<file path="src/hdl/uart_flags_pkg.sv">
// Purpose: constants for the serial flags and data buffer block
// Assumes: 8-bit register port, offsets are byte addresses
// Notes: bit positions index into 8-bit register images
`default_nettype none

package uart_flags_pkg;

  // ----------------------------------------------------------------
  // register offsets
  // ----------------------------------------------------------------
  localparam logic [7:0] OFF_CTRL_MAIN = 8'h10; // enable and format
  localparam logic [7:0] OFF_CTRL_IRQ = 8'h11; // irq enables, rx on
  localparam logic [7:0] OFF_RX_ERR_CTRL = 8'h12; // ninth bits, err en
  localparam logic [7:0] OFF_PRI_STATUS = 8'h13; // primary flags
  localparam logic [7:0] OFF_SEC_STATUS = 8'h14; // break, rx active
  localparam logic [7:0] OFF_DATA_BUF = 8'h18; // rx / tx data

  // ----------------------------------------------------------------
  // field positions
  // ----------------------------------------------------------------
  localparam int B_MOD_EN = 0; // main control: module_enable
  localparam int B_NINE = 1; // main control: char_nine_bit_select
  localparam int B_TXE_IE = 7; // irq control: tx_empty_irq_en
  localparam int B_TXD_IE = 6; // irq control: tx_done_irq_en
  localparam int B_RXF_IE = 5; // irq control: rx_full_irq_en
  localparam int B_IDL_IE = 4; // irq control: idle_irq_en
  localparam int B_RX_EN = 2; // irq control: rx_enable
  localparam int B_R8 = 7; // error control: rx_ninth_bit
  localparam int B_T8 = 6; // error control: tx_ninth_bit
  localparam int B_OR_IE = 3; // error control: overrun_irq_en
  localparam int B_NE_IE = 2; // error control: noise_irq_en
  localparam int B_FE_IE = 1; // error control: framing_irq_en
  localparam int B_PE_IE = 0; // error control: parity_irq_en
  localparam int B_TXE = 7; // primary: tx_empty_flag
  localparam int B_TXD = 6; // primary: tx_done_flag
  localparam int B_RXF = 5; // primary: rx_full_flag
  localparam int B_IDL = 4; // primary: idle flag
  localparam int B_OVR = 3; // primary: rx_overrun_flag
  localparam int B_NSE = 2; // primary: noise_flag
  localparam int B_FRM = 1; // primary: framing_error_flag
  localparam int B_PAR = 0; // primary: parity_error_flag
  localparam int B_BRK = 1; // secondary: break_flag
  localparam int B_ACT = 0; // secondary: rx_active_flag

  // ----------------------------------------------------------------
  // reset values
  // ----------------------------------------------------------------
  localparam logic [7:0] RST_PRI_STATUS = 8'hc0; // tx empty and done
  localparam logic [7:0] RST_ZERO = 8'h00; // cleared registers
  localparam logic [7:0] RD_UNMAPPED = 8'h00; // unmapped reads

endpackage

`default_nettype wire

</file>
<file path="src/hdl/uart_flags_and_data_buffer.sv">
// Purpose: status flags, interrupt enables and data buffer of a uart
// Assumes: shift engines and bit sampling sit outside this block
// Notes: register port answers reads one cycle after the strobe
`default_nettype none

module uart_flags_and_data_buffer
  import uart_flags_pkg::*;
(
  input wire logic clk_sys, // 200 MHz system clock
  input wire logic rst_b, // synchronous reset, low active
  input wire logic ce, // clock enable, freezes state when low
  input wire logic [7:0] addr, // register address
  input wire logic [7:0] wdata, // register write data
  input wire logic wr, // write strobe
  input wire logic rd, // read strobe
  output logic [7:0] rdata, // read data, cycle after rd
  input wire logic rx_char_done, // receiver completed a character
  input wire logic [8:0] rx_char, // received character bits
  input wire logic rx_noise, // noise seen in this character
  input wire logic rx_stop_zero, // stop bit accepted as zero
  input wire logic rx_parity_bad, // parity check failed
  input wire logic rx_break, // break character detected
  input wire logic rx_idle_char, // idle character detected
  input wire logic rx_line_ones, // ones seen on the receive line
  input wire logic rx_start_seen, // zero at start_sample_one
  input wire logic rx_false_start, // start bit rejected
  input wire logic tx_take, // shift register takes the character
  input wire logic tx_busy, // data, preamble or break shifting
  input wire logic tx_queued, // preamble or break queued
  output logic [8:0] tx_char, // character for the shift register
  output logic tx_char_valid, // buffer holds an unsent character
  output logic nine_bit_mode, // char_nine_bit_select to engines
  output logic rx_on, // rx_enable to the receiver
  output logic irq_tx, // transmitter interrupt request
  output logic irq_rx, // receiver interrupt request
  output logic irq_err // error interrupt request
);

  // ----------------------------------------------------------------
  // state
  // ----------------------------------------------------------------
  logic [7:0] ctrl_main_reg; // module enable, format
  logic [7:0] ctrl_irq_reg; // irq enables, rx enable
  logic [3:0] err_en_reg; // overrun, noise, framing, parity enables
  logic tx_ninth_reg; // ninth bit to transmit
  logic rx_ninth_reg; // ninth bit received
  logic [7:0] rx_buf_reg; // received data
  logic [7:0] tx_buf_reg; // data to transmit
  logic [8:0] tx_char_reg; // character handed to the shifter
  logic [7:0] pri_reg; // primary flags
  logic brk_reg; // break flag
  logic act_reg; // reception in progress
  logic [7:0] arm_reg; // primary flags seen at last status read
  logic brk_arm_reg; // break seen at last secondary read
  logic idle_ok_reg; // a character has armed the idle flag
  logic brk_ok_reg; // line showed ones since last break
  logic [7:0] rdata_reg; // read data register
  logic [7:0] pri_next; // next primary flags
  logic [7:0] rd_mux; // read data select

  // ----------------------------------------------------------------
  // decode
  // ----------------------------------------------------------------
  function automatic logic hit(input logic [7:0] a, input logic [7:0] o);
    hit = (a == o);
  endfunction

  logic dat_rd; // data buffer read
  logic dat_wr; // data buffer write
  logic pri_rd; // primary status read
  logic sec_rd; // secondary status read
  logic mod_en; // module enabled
  logic rx_ok; // receiver events accepted
  logic rx_any; // character or break arrived
  logic rx_load; // buffer takes the new character
  logic ovr_set; // overrun this cycle
  logic [5:0] clr_rx; // receiver flags cleared this cycle
  logic txe_clr; // tx empty cleared this cycle
  logic take_ok; // handoff to the shifter

  assign dat_rd = rd & hit(addr, OFF_DATA_BUF);
  assign dat_wr = wr & hit(addr, OFF_DATA_BUF);
  assign pri_rd = rd & hit(addr, OFF_PRI_STATUS);
  assign sec_rd = rd & hit(addr, OFF_SEC_STATUS);
  assign mod_en = ctrl_main_reg[B_MOD_EN];
  assign rx_ok = ctrl_irq_reg[B_RX_EN];
  assign rx_any = rx_ok & (rx_char_done | rx_break);
  // clear only flags that were seen set at the status read
  assign clr_rx = dat_rd ? arm_reg[5:0] : 6'h00;
  assign txe_clr = dat_wr & arm_reg[B_TXE];
  // a character that lands while the buffer is full is dropped
  assign ovr_set = rx_ok & rx_char_done & pri_reg[B_RXF]
                   & ~clr_rx[B_RXF];
  assign rx_load = rx_any & ~ovr_set & ~(rx_break & pri_reg[B_RXF]
                   & ~clr_rx[B_RXF]);
  assign take_ok = tx_take & ~pri_reg[B_TXE] & mod_en;

  // ----------------------------------------------------------------
  // control registers
  // ----------------------------------------------------------------
  // main control: module enable and character length
  always_ff @(posedge clk_sys) begin
    if (!rst_b) begin
      ctrl_main_reg <= RST_ZERO;
    end else if (ce && wr && hit(addr, OFF_CTRL_MAIN)) begin
      ctrl_main_reg <= wdata;
    end
  end

  // irq control; rx enable may change only with the module enabled
  always_ff @(posedge clk_sys) begin
    if (!rst_b) begin
      ctrl_irq_reg <= RST_ZERO;
    end else if (ce && wr && hit(addr, OFF_CTRL_IRQ)) begin
      ctrl_irq_reg <= wdata;
      if (!mod_en) begin
        ctrl_irq_reg[B_RX_EN] <= ctrl_irq_reg[B_RX_EN];
      end
    end
  end

  // error control: enables and transmit ninth bit reset to zero
  always_ff @(posedge clk_sys) begin
    if (!rst_b) begin
      err_en_reg <= 4'h0;
      tx_ninth_reg <= 1'b0;
    end else if (ce && wr && hit(addr, OFF_RX_ERR_CTRL)) begin
      err_en_reg <= {wdata[B_OR_IE], wdata[B_NE_IE], wdata[B_FE_IE],
                     wdata[B_PE_IE]};
      tx_ninth_reg <= wdata[B_T8];
    end
  end

  // ----------------------------------------------------------------
  // data storage, buffers not touched by reset, shifter character reset to zero
  // ----------------------------------------------------------------
  // receive side: buffer and ninth bit load together
  always_ff @(posedge clk_sys) begin
    if (ce && rx_load) begin
      if (rx_break) begin
        rx_buf_reg <= RST_ZERO;
        rx_ninth_reg <= 1'b0;
      end else begin
        rx_buf_reg <= rx_char[7:0];
        // nine-bit mode keeps bit 8, otherwise a copy of bit 7
        rx_ninth_reg <= nine_bit_mode ? rx_char[8] : rx_char[7];
      end
    end
  end

  // transmit side: separate storage at the same address
  always_ff @(posedge clk_sys) begin
    if (ce && dat_wr) begin
      tx_buf_reg <= wdata;
    end
  end

  // character handed to the shifter with its ninth bit
  always_ff @(posedge clk_sys) begin
    if (!rst_b) begin
      tx_char_reg <= 9'h000;
    end else if (ce && take_ok) begin
      tx_char_reg <= {nine_bit_mode & tx_ninth_reg, tx_buf_reg};
    end
  end

  // ----------------------------------------------------------------
  // primary flags
  // ----------------------------------------------------------------
  // set wins over clear for every flag
  always_comb begin
    pri_next = pri_reg;
    // tx empty: set on handoff, forced while disabled
    pri_next[B_TXE] = ~mod_en | take_ok
                      | (pri_reg[B_TXE] & ~txe_clr);
    // tx done: empty and nothing shifting or queued
    pri_next[B_TXD] = ~mod_en | (pri_reg[B_TXE] & ~tx_busy
                      & ~tx_queued);
    pri_next[B_RXF] = rx_any | (pri_reg[B_RXF] & ~clr_rx[B_RXF]);
    pri_next[B_IDL] = (rx_ok & rx_idle_char & idle_ok_reg)
                      | (pri_reg[B_IDL] & ~clr_rx[B_IDL]);
    pri_next[B_OVR] = ovr_set
                      | (pri_reg[B_OVR] & ~clr_rx[B_OVR]);
    pri_next[B_NSE] = (rx_ok & rx_char_done & rx_noise)
                      | (pri_reg[B_NSE] & ~clr_rx[B_NSE]);
    pri_next[B_FRM] = (rx_ok & ((rx_char_done & rx_stop_zero) | rx_break))
                      | (pri_reg[B_FRM] & ~clr_rx[B_FRM]);
    pri_next[B_PAR] = (rx_ok & rx_char_done & rx_parity_bad)
                      | (pri_reg[B_PAR] & ~clr_rx[B_PAR]);
  end

  // primary flag register
  always_ff @(posedge clk_sys) begin
    if (!rst_b) begin
      pri_reg <= RST_PRI_STATUS;
    end else if (ce) begin
      pri_reg <= pri_next;
    end
  end

  // snapshot of flags seen by each status read
  always_ff @(posedge clk_sys) begin
    if (!rst_b) begin
      arm_reg <= RST_ZERO;
      brk_arm_reg <= 1'b0;
    end else if (ce) begin
      if (pri_rd) begin
        arm_reg <= pri_reg;
      end else if (dat_rd) begin
        arm_reg[5:0] <= 6'h00;
      end else if (dat_wr) begin
        arm_reg[B_TXE] <= 1'b0;
      end
      if (sec_rd) begin
        brk_arm_reg <= brk_reg;
      end else if (dat_rd) begin
        brk_arm_reg <= 1'b0;
      end
    end
  end

  // idle flag may set only after a character since enable or clear
  always_ff @(posedge clk_sys) begin
    if (!rst_b) begin
      idle_ok_reg <= 1'b0;
    end else if (ce) begin
      if (!rx_ok || (pri_reg[B_IDL] && clr_rx[B_IDL])) begin
        idle_ok_reg <= 1'b0;
      end else if (rx_any) begin
        idle_ok_reg <= 1'b1;
      end
    end
  end

  // ----------------------------------------------------------------
  // secondary flags
  // ----------------------------------------------------------------
  // break flag with rearm on ones
  always_ff @(posedge clk_sys) begin
    if (!rst_b) begin
      brk_reg <= 1'b0;
      brk_ok_reg <= 1'b1;
    end else if (ce) begin
      if (rx_ok && rx_break && brk_ok_reg) begin
        brk_reg <= 1'b1;
        brk_ok_reg <= 1'b0;
      end else begin
        if (dat_rd && brk_arm_reg) begin
          brk_reg <= 1'b0;
        end
        if (rx_ok && rx_line_ones) begin
          brk_ok_reg <= 1'b1;
        end
      end
    end
  end

  // reception in progress
  always_ff @(posedge clk_sys) begin
    if (!rst_b) begin
      act_reg <= 1'b0;
    end else if (ce && rx_ok) begin
      if (rx_start_seen) begin
        act_reg <= 1'b1;
      end else if (rx_false_start || rx_idle_char) begin
        act_reg <= 1'b0;
      end
    end
  end

  // ----------------------------------------------------------------
  // read port
  // ----------------------------------------------------------------
  // read data select by address
  always_comb begin
    case (addr)
      OFF_CTRL_MAIN: rd_mux = ctrl_main_reg;
      OFF_CTRL_IRQ: rd_mux = ctrl_irq_reg;
      OFF_RX_ERR_CTRL: rd_mux = {rx_ninth_reg, tx_ninth_reg, 2'b00,
                                 err_en_reg};
      OFF_PRI_STATUS: rd_mux = pri_reg;
      OFF_SEC_STATUS: rd_mux = {6'h00, brk_reg, act_reg};
      OFF_DATA_BUF: rd_mux = rx_buf_reg;
      default: rd_mux = RD_UNMAPPED;
    endcase
  end

  // read data stands for one cycle after the strobe
  always_ff @(posedge clk_sys) begin
    if (!rst_b) begin
      rdata_reg <= RST_ZERO;
    end else if (ce) begin
      rdata_reg <= rd ? rd_mux : RST_ZERO;
    end
  end

  // ----------------------------------------------------------------
  // outputs
  // ----------------------------------------------------------------
  assign rdata = rdata_reg;
  assign tx_char = tx_char_reg;
  assign tx_char_valid = ~pri_reg[B_TXE] & mod_en;
  assign nine_bit_mode = ctrl_main_reg[B_NINE];
  assign rx_on = rx_ok;
  // level requests, held while an enabled flag stays set; irq_tx also needs the module enabled
  assign irq_tx = mod_en & ((pri_reg[B_TXE] & ctrl_irq_reg[B_TXE_IE])
                  | (pri_reg[B_TXD] & ctrl_irq_reg[B_TXD_IE]));
  assign irq_rx = (pri_reg[B_RXF] & ctrl_irq_reg[B_RXF_IE])
                  | (pri_reg[B_IDL] & ctrl_irq_reg[B_IDL_IE]);
  assign irq_err = |(pri_reg[3:0] & err_en_reg);
endmodule

`default_nettype wire

</file>
<file path="config.mk">
export PLATFORM = sky130hd
export DESIGN_NAME = uart_flags_and_data_buffer
export DESIGN_NICKNAME = d
export VERILOG_FILES = /design/src/hdl/uart_flags_pkg.sv /design/src/hdl/uart_flags_and_data_buffer.sv
export SDC_FILE = /design/constraint.sdc
export NUM_CORES = 1
export LEC_CHECK = 0
export BUFFER_PORTS_ARGS = -buffer_cell sky130_fd_sc_hd__clkbuf_2
export CORE_UTILIZATION = 54
export DETAILED_ROUTE_END_ITERATION = 10
export MAX_ROUTING_LAYER = met4
export PLACE_DENSITY = 0.78
export SYNTH_ARGS = -nofsm -noshare
export SYNTH_HDL_FRONTEND = slang
export SYNTH_SLANG_ARGS = --single-unit
</file>
<file path="constraint.sdc">
create_clock -name clk_sys -period 2.9 [get_ports clk_sys]
set_input_delay 0.58 -clock clk_sys [delete_from_list [all_inputs] [get_ports clk_sys]]
set_output_delay 0.58 -clock clk_sys [all_outputs]
set_load 0.01 [all_outputs]
</file>
# Yosys cells after proc, flatten, opt, wreduce, memory -nomap -nowiden
# Cells that the tools add are included.
# Widths: inputs -> output; s select.
op_classes:
  n_eq_ne: 7
  n_mux: 19
  n_bitwise: 64
  reduce_logical: 32
ops:
  columns: ["operator", "count"]
  rows:
  - ["$eq 8x5->1 const B", 6]
  - ["$pmux 8 s6", 1]
  - ["$and 1x1->1", 37]
  - ["$mux 6", 3]
  - ["$mux 1", 14]
  - ["$reduce_and 2->1", 7]
  - ["$reduce_bool 2->1", 7]
  - ["$logic_and 1x1->1", 13]
  - ["$not 1->1", 13]
  - ["$or 1x1->1", 13]
  - ["$mux 8", 1]
  - ["$and 4x4->4", 1]
  - ["$reduce_or 4->1", 1]
  - ["$reduce_and 3->1", 1]
  - ["$logic_or 1x1->1", 2]
  - ["$ne 2x1->1 const B", 1]
  - ["$logic_not 1->1", 1]
totals:
  ff_bits: 75
  input_bits: 42

# Depth between registers and ports, before layout
# Gate-level depths: netlist of the first run.
logic_depth:
  depth_word: 9
  depth_mapped: 6
  depth_no_buf: 4

# Worst setup path after synthesis of the first run
# OpenSTA, ideal clock, no wires.
synth_timing:
  path_type: "input -> register"
  startpoint: "input port addr[5]"
  endpoint: "register rx_buf_reg[0] (enable)"
  setup_time_ps: 378
  arrival_ps: 1829
  required_time_ps: 2522
  path_slack_ps: 693
  cell_stages: 5
  n_path_buf: 1
  path_cell_list: "nor4b_2 > buf_4 > and2_1 > nand3_1 > a21oi_1"
synth_between:
  elab_chain_len: 9
  word_cells_on_any_way: 11
  cone_classes: "eq/ne: 1; mux: 1; bitwise: 8; reduce/logical: 1"
synth_rtl:
  columns: ["item", "line_no", "text"]
  rows:
  - ["start: declaration", "uart_flags_and_data_buffer.sv:12", "input wire logic [7:0] addr,"]
  - ["$eq 8x5->1 (*)", "uart_flags_and_data_buffer.sv:65", "hit = (a == o);"]
  - ["$and 1x1->1 (*)", "uart_flags_and_data_buffer.sv:81", "assign dat_rd = rd & hit(addr, OFF_DATA_BUF);"]
  - ["$mux 6 (*)", "uart_flags_and_data_buffer.sv:89", "assign clr_rx = dat_rd ? arm_reg[5:0] : 6'h00;"]
  - ["$not 1->1 (*)", "uart_flags_and_data_buffer.sv:93, uart_flags_and_data_buffer.sv:95", null]
  - ["$and 1x1->1", "uart_flags_and_data_buffer.sv:93", "& ~clr_rx[B_RXF];"]
  - ["$not 1->1", "uart_flags_and_data_buffer.sv:94", "assign rx_load = rx_any & ~ovr_set & ~(rx_break & pri_reg[B_RXF]"]
  - ["$and 1x1->1", "uart_flags_and_data_buffer.sv:94", null]
  - ["$and 1x1->1 (*)", "uart_flags_and_data_buffer.sv:94", null]
  - ["$logic_and 1x1->1 (*)", "uart_flags_and_data_buffer.sv:139", "if (ce && rx_load) begin"]
  - ["end signal: assignment", "uart_flags_and_data_buffer.sv:144", "rx_buf_reg <= rx_char[7:0];"]
  - ["end: declaration", "uart_flags_and_data_buffer.sv:47", "logic [7:0] rx_buf_reg;"]
# Mark *: on every way between the ends. The rest lies on a longest branch, timed or not.
# A chain may end at the register's enable or synchronous reset.

# Worst setup path in the final report of the first run
layout_timing:
  startpoint: "input port addr[0]"
  endpoint: "register rx_buf_reg[7] (enable)"
# The elaborated chain is that of the path after synthesis.

==> impl_metrics.json, run 1 <==
{
  "outcome": "completed",
  "cts-resized-gates": 0,
  "wl_um": 7747,
  "h-tree-depth": 3,
  "synth_commonest_cells": "dfxtp_1 (58), nand2_1 (31), nor2_1 (28), mux2i_1 (25), a21oi_1 (18)",
  "synth.area.top_cells": "dfxtp_1 (36%), edfxtp_1 (16%), mux2i_1 (7.7%)",
  "relSlewSlack_pct": 67.19,
  "cp.arrival_ps": 2020,
  "synth_edf_count": 17,
  "grt_setup_unrepaired": "false",
  "r2r_start": "ctrl_irq_reg[2]$_SDFFE_PN0P_",
  "synth_largest_area_cell": "dfxtp_1",
  "cp_max_fo": 13,
  "grt_util_met3_pct": 4.686,
  "grt_pass1_wl_um": 12280,
  "vias": 2771,
  "die_area_sq_mm": 0.006353,
  "drt-pass1-iter-count": 5,
  "wire_per_inst_um": 16.73,
  "irDropWorstVdd_mv": 0.2697,
  "pin_count": 65,
  "setup_viol": 0,
  "die-width_um": 79.71,
  "grt_util_met2_pct": 39.66,
  "synth_cells": 323,
  "yosysMostFrequentCell": "dfxtp_1",
  "fin_crit_ps": 1976,
  "clock_skew_ps": 6.076,
  "final.setup.tns_ps": 0,
  "hold_buffers": 0,
  "grt_overflow_total": 0,
  "drv_slew": 0,
  "finalCoreUtilization_pct": 67.00,
  "syn_nets": 365,
  "synthArstFlopShare_pct": 0,
  "cp.required_ps": 2950,
  "worstReg2RegEnd": "rx_buf_reg[7]$_SDFFCE_PP0P_",
  "cts_inserted_buffers": 9,
  "worstSetupStartpointType": "input pin",
  "hold_viol": 0,
  "tightest_slew_ps": 490.3,
  "clock_sinks": 75,
  "p_leak_nw": 1.553,
  "drive_above_1_share_pct": 24.30,
  "fmax_mhz": 506.1,
  "ys_types": 44,
  "drt_iter0_markers": 180,
  "syn_to_final_growth_pct": 16.62,
  "period_share_pct": 68.14,
  "syn_avg_cell_area_sq_um": 10.09,
  "use_met1_pct": 35.03,
  "yosys.area.top_type_share_pct": 35.61,
  "crit_type": "in -> reg",
  "n_antenna_cell": 0,
  "core_sq_mm": 0.005675,
  "cts_root_buf": "clkbuf_8",
  "grt_pass1_vias": 2549,
  "rrSetupSlack_ps": 1320,
  "start_util_pct": 57.45,
  "cts_buffer_depth": 2,
  "grt_max_degree": 29,
  "rows": 27,
  "final_nets": 428,
  "busiest_layer": "met2",
  "hold_class": "in -> reg",
  "pre_cts_slack_ps": 571.7,
  "place_congestion": 0.9139,
  "crit_end": "rx_buf_reg[7]$_SDFFCE_PP0P_",
  "vias_per_cell": 5.985,
  "die_y_um": 79.71,
  "antenna_found_initial": 0,
  "dp_hpwl_um": 5808,
  "drc": 0,
  "gr-usage-all-layers_pct": 26.89,
  "crit_path_start": "addr[0]",
  "cts_tree": "done",
  "cts.clk_slew.worst_paths_ps": 70,
  "largest_reg_flops": 9,
  "synth_ff_type": "dfxtp_1",
  "setup_slack_ps": 923.9,
  "drv_cap": 0,
  "r2r_cells": 4,
  "yosys_register_bits": 75,
  "insertion_delay_ps": 340,
  "postCtsSetupRepairBufs": 0,
  "cp-end-kind": "flip-flop",
  "netlist_area_sq_mm": 0.003261,
  "yosysSeqAreaShare_pct": 51.27,
  "final_antenna_net_count": 0,
  "place.port_buffers": 64,
  "synth_warnings": 0,
  "powerDensity_mw_per_mm2": 490.9
}
-- cell families (layout without fill, tap and decap cells) --
group | after synthesis | count (layout) | share of synthesized area (%)
multiplexers | 29 | 29 | 9.747
AO/OA/AOI/OAI | 81 | 81 | 17.81
flip-flops | 75 | 75 | 51.27
AND/OR/NAND/NOR | 109 | 109 | 17.50
buffers and inverters | 29 | 97 | 3.684
-- how the worst min path moves through the flow --
stage	start	end	slack (ps)	depth (start not counted)
final	wdata[5]	tx_buf_reg[5]$_DFFE_PP_	450	1
after global routing	rx_parity_bad	pri_reg[0]$_SDFFE_PN0P_	440	3
after CTS	wdata[5]	tx_buf_reg[5]$_DFFE_PP_	440	1
after detailed placement	tx_char[6]$_SDFFE_PN0P_	tx_char[6]$_SDFFE_PN0P_	450	2
after global placement	tx_char[1]$_SDFFE_PN0P_	tx_char[1]$_SDFFE_PN0P_	440	2
after floorplan	idle_ok_reg$_SDFFE_PN0P_	pri_reg[4]$_SDFFE_PN0P_	450	2
-- worst max-delay path: stages --
cell and delay (ps):
clkbuf_2 250, nor4b_4 500, and2_1 250, nand3_1 90
a21oi_1 150, buf_4 200
-- final cells by class --
cell class	instances	area, sq um
inverter	12	45.04
tap	72	90.09
fill	446	1873
multi-input combinational	219	1469
sequential	75	1672
clock buffer	11	141.4
timing repair buffer	69	357.8
clock inverter	5	27.53
-- report_power, final --
part	switching [mW]	total (mW)	internal [mW]
clock	0.368	0.696	0.329
sequential	0.000552	1.07	1.07
combinational	0.0648	0.103	0.0385
-- cell usage in the layout (no fill, tap or decap), types with 2 or more instances in the layout --
cell type,instances
o221ai_1,2
a22oi_1,10
mux4_2,2
mux2_2,2
nand3_1,11
edfxtp_1,17
o311a_1,2
a21o_1,3
nand4_2,3
o211ai_1,5
dfxtp_1,58
o21ai_0,11
clkbuf_2,64
nor2b_1,15
and3_1,4
a2bb2oi_1,2
a32o_1,6
o2bb2ai_1,5
mux2i_1,25
clkbuf_8,10
clkinv_2,2
a21oi_1,18
nand2_1,31
a22o_1,7
o21a_1,3
and2_1,4
inv_1,12
nand4_1,5
buf_4,5
nor2_1,28
-- routing by layer --
layer / share of wire, % / vias to the layer above
li1: - / 1317
met1: 44 / 1302
met2: 47 / 128
met3: 6.8 / 24
met4: 2.7 / 0
met5: 0 / -
-- per-stage QoR --
stage | area, sq um | instances | hold slack, ps | total power [mW]
finish | 3802 | 463 | 454.4 | 1.867
global route | 3802 | 463 | 444.5 | 1.928
CTS | 3802 | 463 | 440.6 | 1.875
detailed placement | 3633 | 447 | 447.2 | 1.193
global placement | 3633 | 447 | 441.4 | 1.191
floorplan | 3261 | 323 | 447.8 | 1.143
(Power assumes the default switching activity.)
==> run 2: changes to the inputs <==
--- a/config.mk
+++ b/config.mk
@@ -5,11 +5,12 @@
 export SDC_FILE = /design/constraint.sdc
 export NUM_CORES = 1
 export LEC_CHECK = 0
+export ABC_AREA = 1
 export BUFFER_PORTS_ARGS = -buffer_cell sky130_fd_sc_hd__clkbuf_2
-export CORE_UTILIZATION = 54
+export CORE_UTILIZATION = 50
 export DETAILED_ROUTE_END_ITERATION = 10
 export MAX_ROUTING_LAYER = met4
-export PLACE_DENSITY = 0.78
+export PLACE_DENSITY = 0.76
 export SYNTH_ARGS = -nofsm -noshare
 export SYNTH_HDL_FRONTEND = slang
 export SYNTH_SLANG_ARGS = --single-unit
==> constraint.sdc (replaced) <==
create_clock -name clk_sys -period 1.7 [get_ports clk_sys]
set_input_delay 0.34 -clock clk_sys [delete_from_list [all_inputs] [get_ports clk_sys]]
set_output_delay 0.34 -clock clk_sys [all_outputs]
set_load 0.01 [all_outputs]
==> run 2 against run 1 <==
The flow now finishes with violations (DRC). Worst setup slack lost 750 ps. Area after synthesis grew 4.3%. Die area grew 12%. Sequential share of layout area shrank 3.0 points. Final cell count grew 27%. Clock power grew 110%. Critical path depth shrank 3. Count of clock-buffer cells in the layout is the same. Via count grew 15%. Power grew 87%. Hold slack lost 260 ps.
==> impl_metrics.json, run 2 <==
{
  "synth.area.top_cells": "dfxtp_1 (34%), edfxtp_1 (15%), nand2_1 (7.9%)",
  "ys_types": 34,
  "yosysMostFrequentCell": "nand2_1",
  "die-width_um": 84.49,
  "place.port_buffers": 64,
  "r2r_cells": 5,
  "grt_max_degree": 39,
  "hold_buffers": 0,
  "crit_path_start": "pri_reg[7]$_SDFFE_PN1P_",
  "wl_met3_um": 691,
  "yosys_register_bits": 75,
  "cp.required_ps": 1360,
  "cp.arrival_ps": 1190,
  "wl_um": 8640,
  "syn_avg_cell_area_sq_um": 7.839,
  "wire_per_inst_um": 14.67,
  "mostFrequentLayoutCell": "nand2_1",
  "insertion_delay_ps": 360,
  "period_share_pct": 89.97,
  "grt_overflow_total": 0,
  "h-tree-depth": 3,
  "die_y_um": 84.49,
  "grt_setup_unrepaired": "false",
  "r2r_start": "arm_reg[5]$_SDFFE_PN0P_",
  "place_congestion": 0.8806,
  "synthArstFlopShare_pct": 0,
  "setup_viol": 0,
  "seqPwrFrac_pct": 52.3,
  "vias_per_cell": 5.392,
  "die_area_sq_mm": 0.007138,
  "irDropWorstVdd_mv": 0.5466,
  "synth_ff_type": "dfxtp_1",
  "hold_viol": 0,
  "cts_root_buf": "clkbuf_8",
  "synth_edf_count": 17,
  "cts.clk_slew.worst_paths_ps": 80,
  "netlist_area_sq_mm": 0.003402,
  "synth_largest_area_cell": "dfxtp_1",
  "p_sw_share_pct": 23.63,
  "final_antenna_net_count": 0,
  "p_leak_nw": 1.783,
  "core_sq_mm": 0.006459,
  "cts-resized-gates": 0,
  "synth_warnings": 0,
  "grt_pass1_vias": 3083,
  "start_util_pct": 52.67,
  "drt-met1-wl_um": 3699,
  "dpl_cell_area_sq_mm": 0.003869,
  "drive_above_1_share_pct": 25.00,
  "fillers": 594,
  "worstSetupStartpointType": "flip-flop",
  "fmax_mhz": 653.8,
  "outcome": "complete, but fails checks",
  "drc": 5,
  "violations": "DRC",
  "grt_pass1_wl_um": 14550,
  "internal_power_mw": 2.661,
  "gr-usage-all-layers_pct": 27.29,
  "worstReg2RegEnd": "rx_buf_reg[2]$_SDFFCE_PP0P_",
  "drv_slew": 0,
  "rrSetupSlack_ps": 410,
  "final_nets": 549,
  "clock_skew_ps": 8.242,
  "largest_reg_flops": 9,
  "yosys.area.top_type_share_pct": 34.13,
  "final.setup.tns_ps": 0,
  "rows": 29,
  "finalPower_mw": 3.484,
  "vias": 3176,
  "hold_class": "in -> reg",
  "cp-end-kind": "output pin",
  "drt_iter0_markers": 280,
  "dp_hpwl_um": 6328,
  "synth_cells": 434,
  "drt-pass1-iter-count": 9,
  "postCtsSetupRepairBufs": 0,
  "syn_nets": 476,
  "met2WireLength_um": 4069,
  "antenna_found_initial": 0,
  "cts_buffer_depth": 2,
  "yosysSeqAreaShare_pct": 49.14,
  "tightest_slew_ps": 417.4,
  "clock_sinks": 75,
  "crit_end": "irq_tx",
  "drv_cap": 0,
  "layout_common_cells": "nand2_1 (72), nor2_1 (64), clkbuf_2 (64)",
  "cts_tree": "done",
  "synth_commonest_cells": "nand2_1 (72), nor2_1 (64), dfxtp_1 (58), nand3_1 (46), inv_1 (38)",
  "relSlewSlack_pct": 72.11,
  "pin_count": 65,
  "cts_inserted_buffers": 9,
  "p_comb_share_pct": 5.6,
  "stdcell_area_sq_mm": 0.004079,
  "powerDensity_mw_per_mm2": 854.2,
  "cp_max_fo": 7,
  "n_antenna_cell": 0,
  "crit_type": "reg -> out",
  "top_layer": "met4",
  "syn_to_final_growth_pct": 19.90,
  "p_clk_share_pct": 42.1,
  "fin_crit_ps": 1530,
  "p_sw_mw": 0.8232
}
run 2: changes by cell type in the layout (fill, tap and decap cells not counted), sizes merged, moves of 10 or more:
cell | before | now
buf | 5 | 15
nor2 | 29 | 73
nand3 | 11 | 48
a22oi | 10 | 0
nor2b | 15 | 0
a21oi | 18 | 40
inv | 13 | 48
nand2 | 32 | 79
mux2i | 25 | 0
o21ai | 11 | 40
run 2: cell type report:
cell class	instances	area, sq um	share of cell area [%]
Sequential cell	75	1672	40.98
Clock inverter	5	57.56	1.411
Inverter	46	172.7	4.233
Multi-Input combinational cell	296	1470	36.04
Tap cell	77	96.34	2.362
Timing Repair Buffer	79	457.9	11.23
Clock buffer	11	152.6	3.742
run 2: per-layer routing:
layer / vias to the layer above / GRT usage (%)
li1: 1583 / -
met4: 0 / 10.79
met2: 134 / 42.57
met5: - / -
met3: 21 / 5.801
met1: 1438 / 34.76
run 2: critical path: stages, from the launching register on:
cell      delay (ps)
dfxtp_1          480
nand2_1           80
a21oi_1          120
clkbuf_2         140
run 2: how the worst min path moves through the flow:
stage / from / endpoint / slack [ps] / depth (start not counted)
after global placement: ctrl_irq_reg[1]$_SDFFE_PN0N_ / ctrl_irq_reg[1]$_SDFFE_PN0N_ / 450 / 2
after detailed placement: rdata[3]$_SDFFE_PN0P_ / rdata[3]$_SDFFE_PN0P_ / 460 / 2
final: wdata[7] / tx_buf_reg[7]$_DFFE_PP_ / 190 / 1
after global routing: wdata[4] / tx_buf_reg[4]$_DFFE_PP_ / 200 / 1
after CTS: wdata[7] / tx_buf_reg[7]$_DFFE_PP_ / 190 / 1
after floorplan: ctrl_irq_reg[0]$_SDFFE_PN0N_ / ctrl_irq_reg[0]$_SDFFE_PN0N_ / 420 / 2
run 2: through the flow:
stage          utilization (%)  setup WS [ps]  instances  hold WS (ps)
3_3_place_gp             59.90          40.42        573         448.0
3_5_place_dp             59.90         -13.41        573         457.0
6_report                 63.15          170.5        589         192.8
5_1_grt                  63.15          98.46        589         197.3
4_1_cts                  63.15          163.2        589         192.8
2_1_floorplan                -          65.01        434         424.7
run 2: cells by family after synthesis:
group,share of synthesized area (%)
AO/OA/AOI/OAI,14.23
flip-flops,49.14
AND/OR/NAND/NOR,28.65
buffers and inverters,7.981
run 2: power by group through the flow:
| stage | clock network, mW | registers [mW] | logic, mW |
|---|---|---|---|
| global route | 1.55 | 1.82 | 0.215 |
| detailed placement | 0 | 1.86 | 0.193 |
| global placement | 0 | 1.86 | 0.190 |
| floorplan | 0 | 1.86 | 0.104 |
| CTS | 1.48 | 1.82 | 0.194 |
| finish | 1.47 | 1.82 | 0.194 |
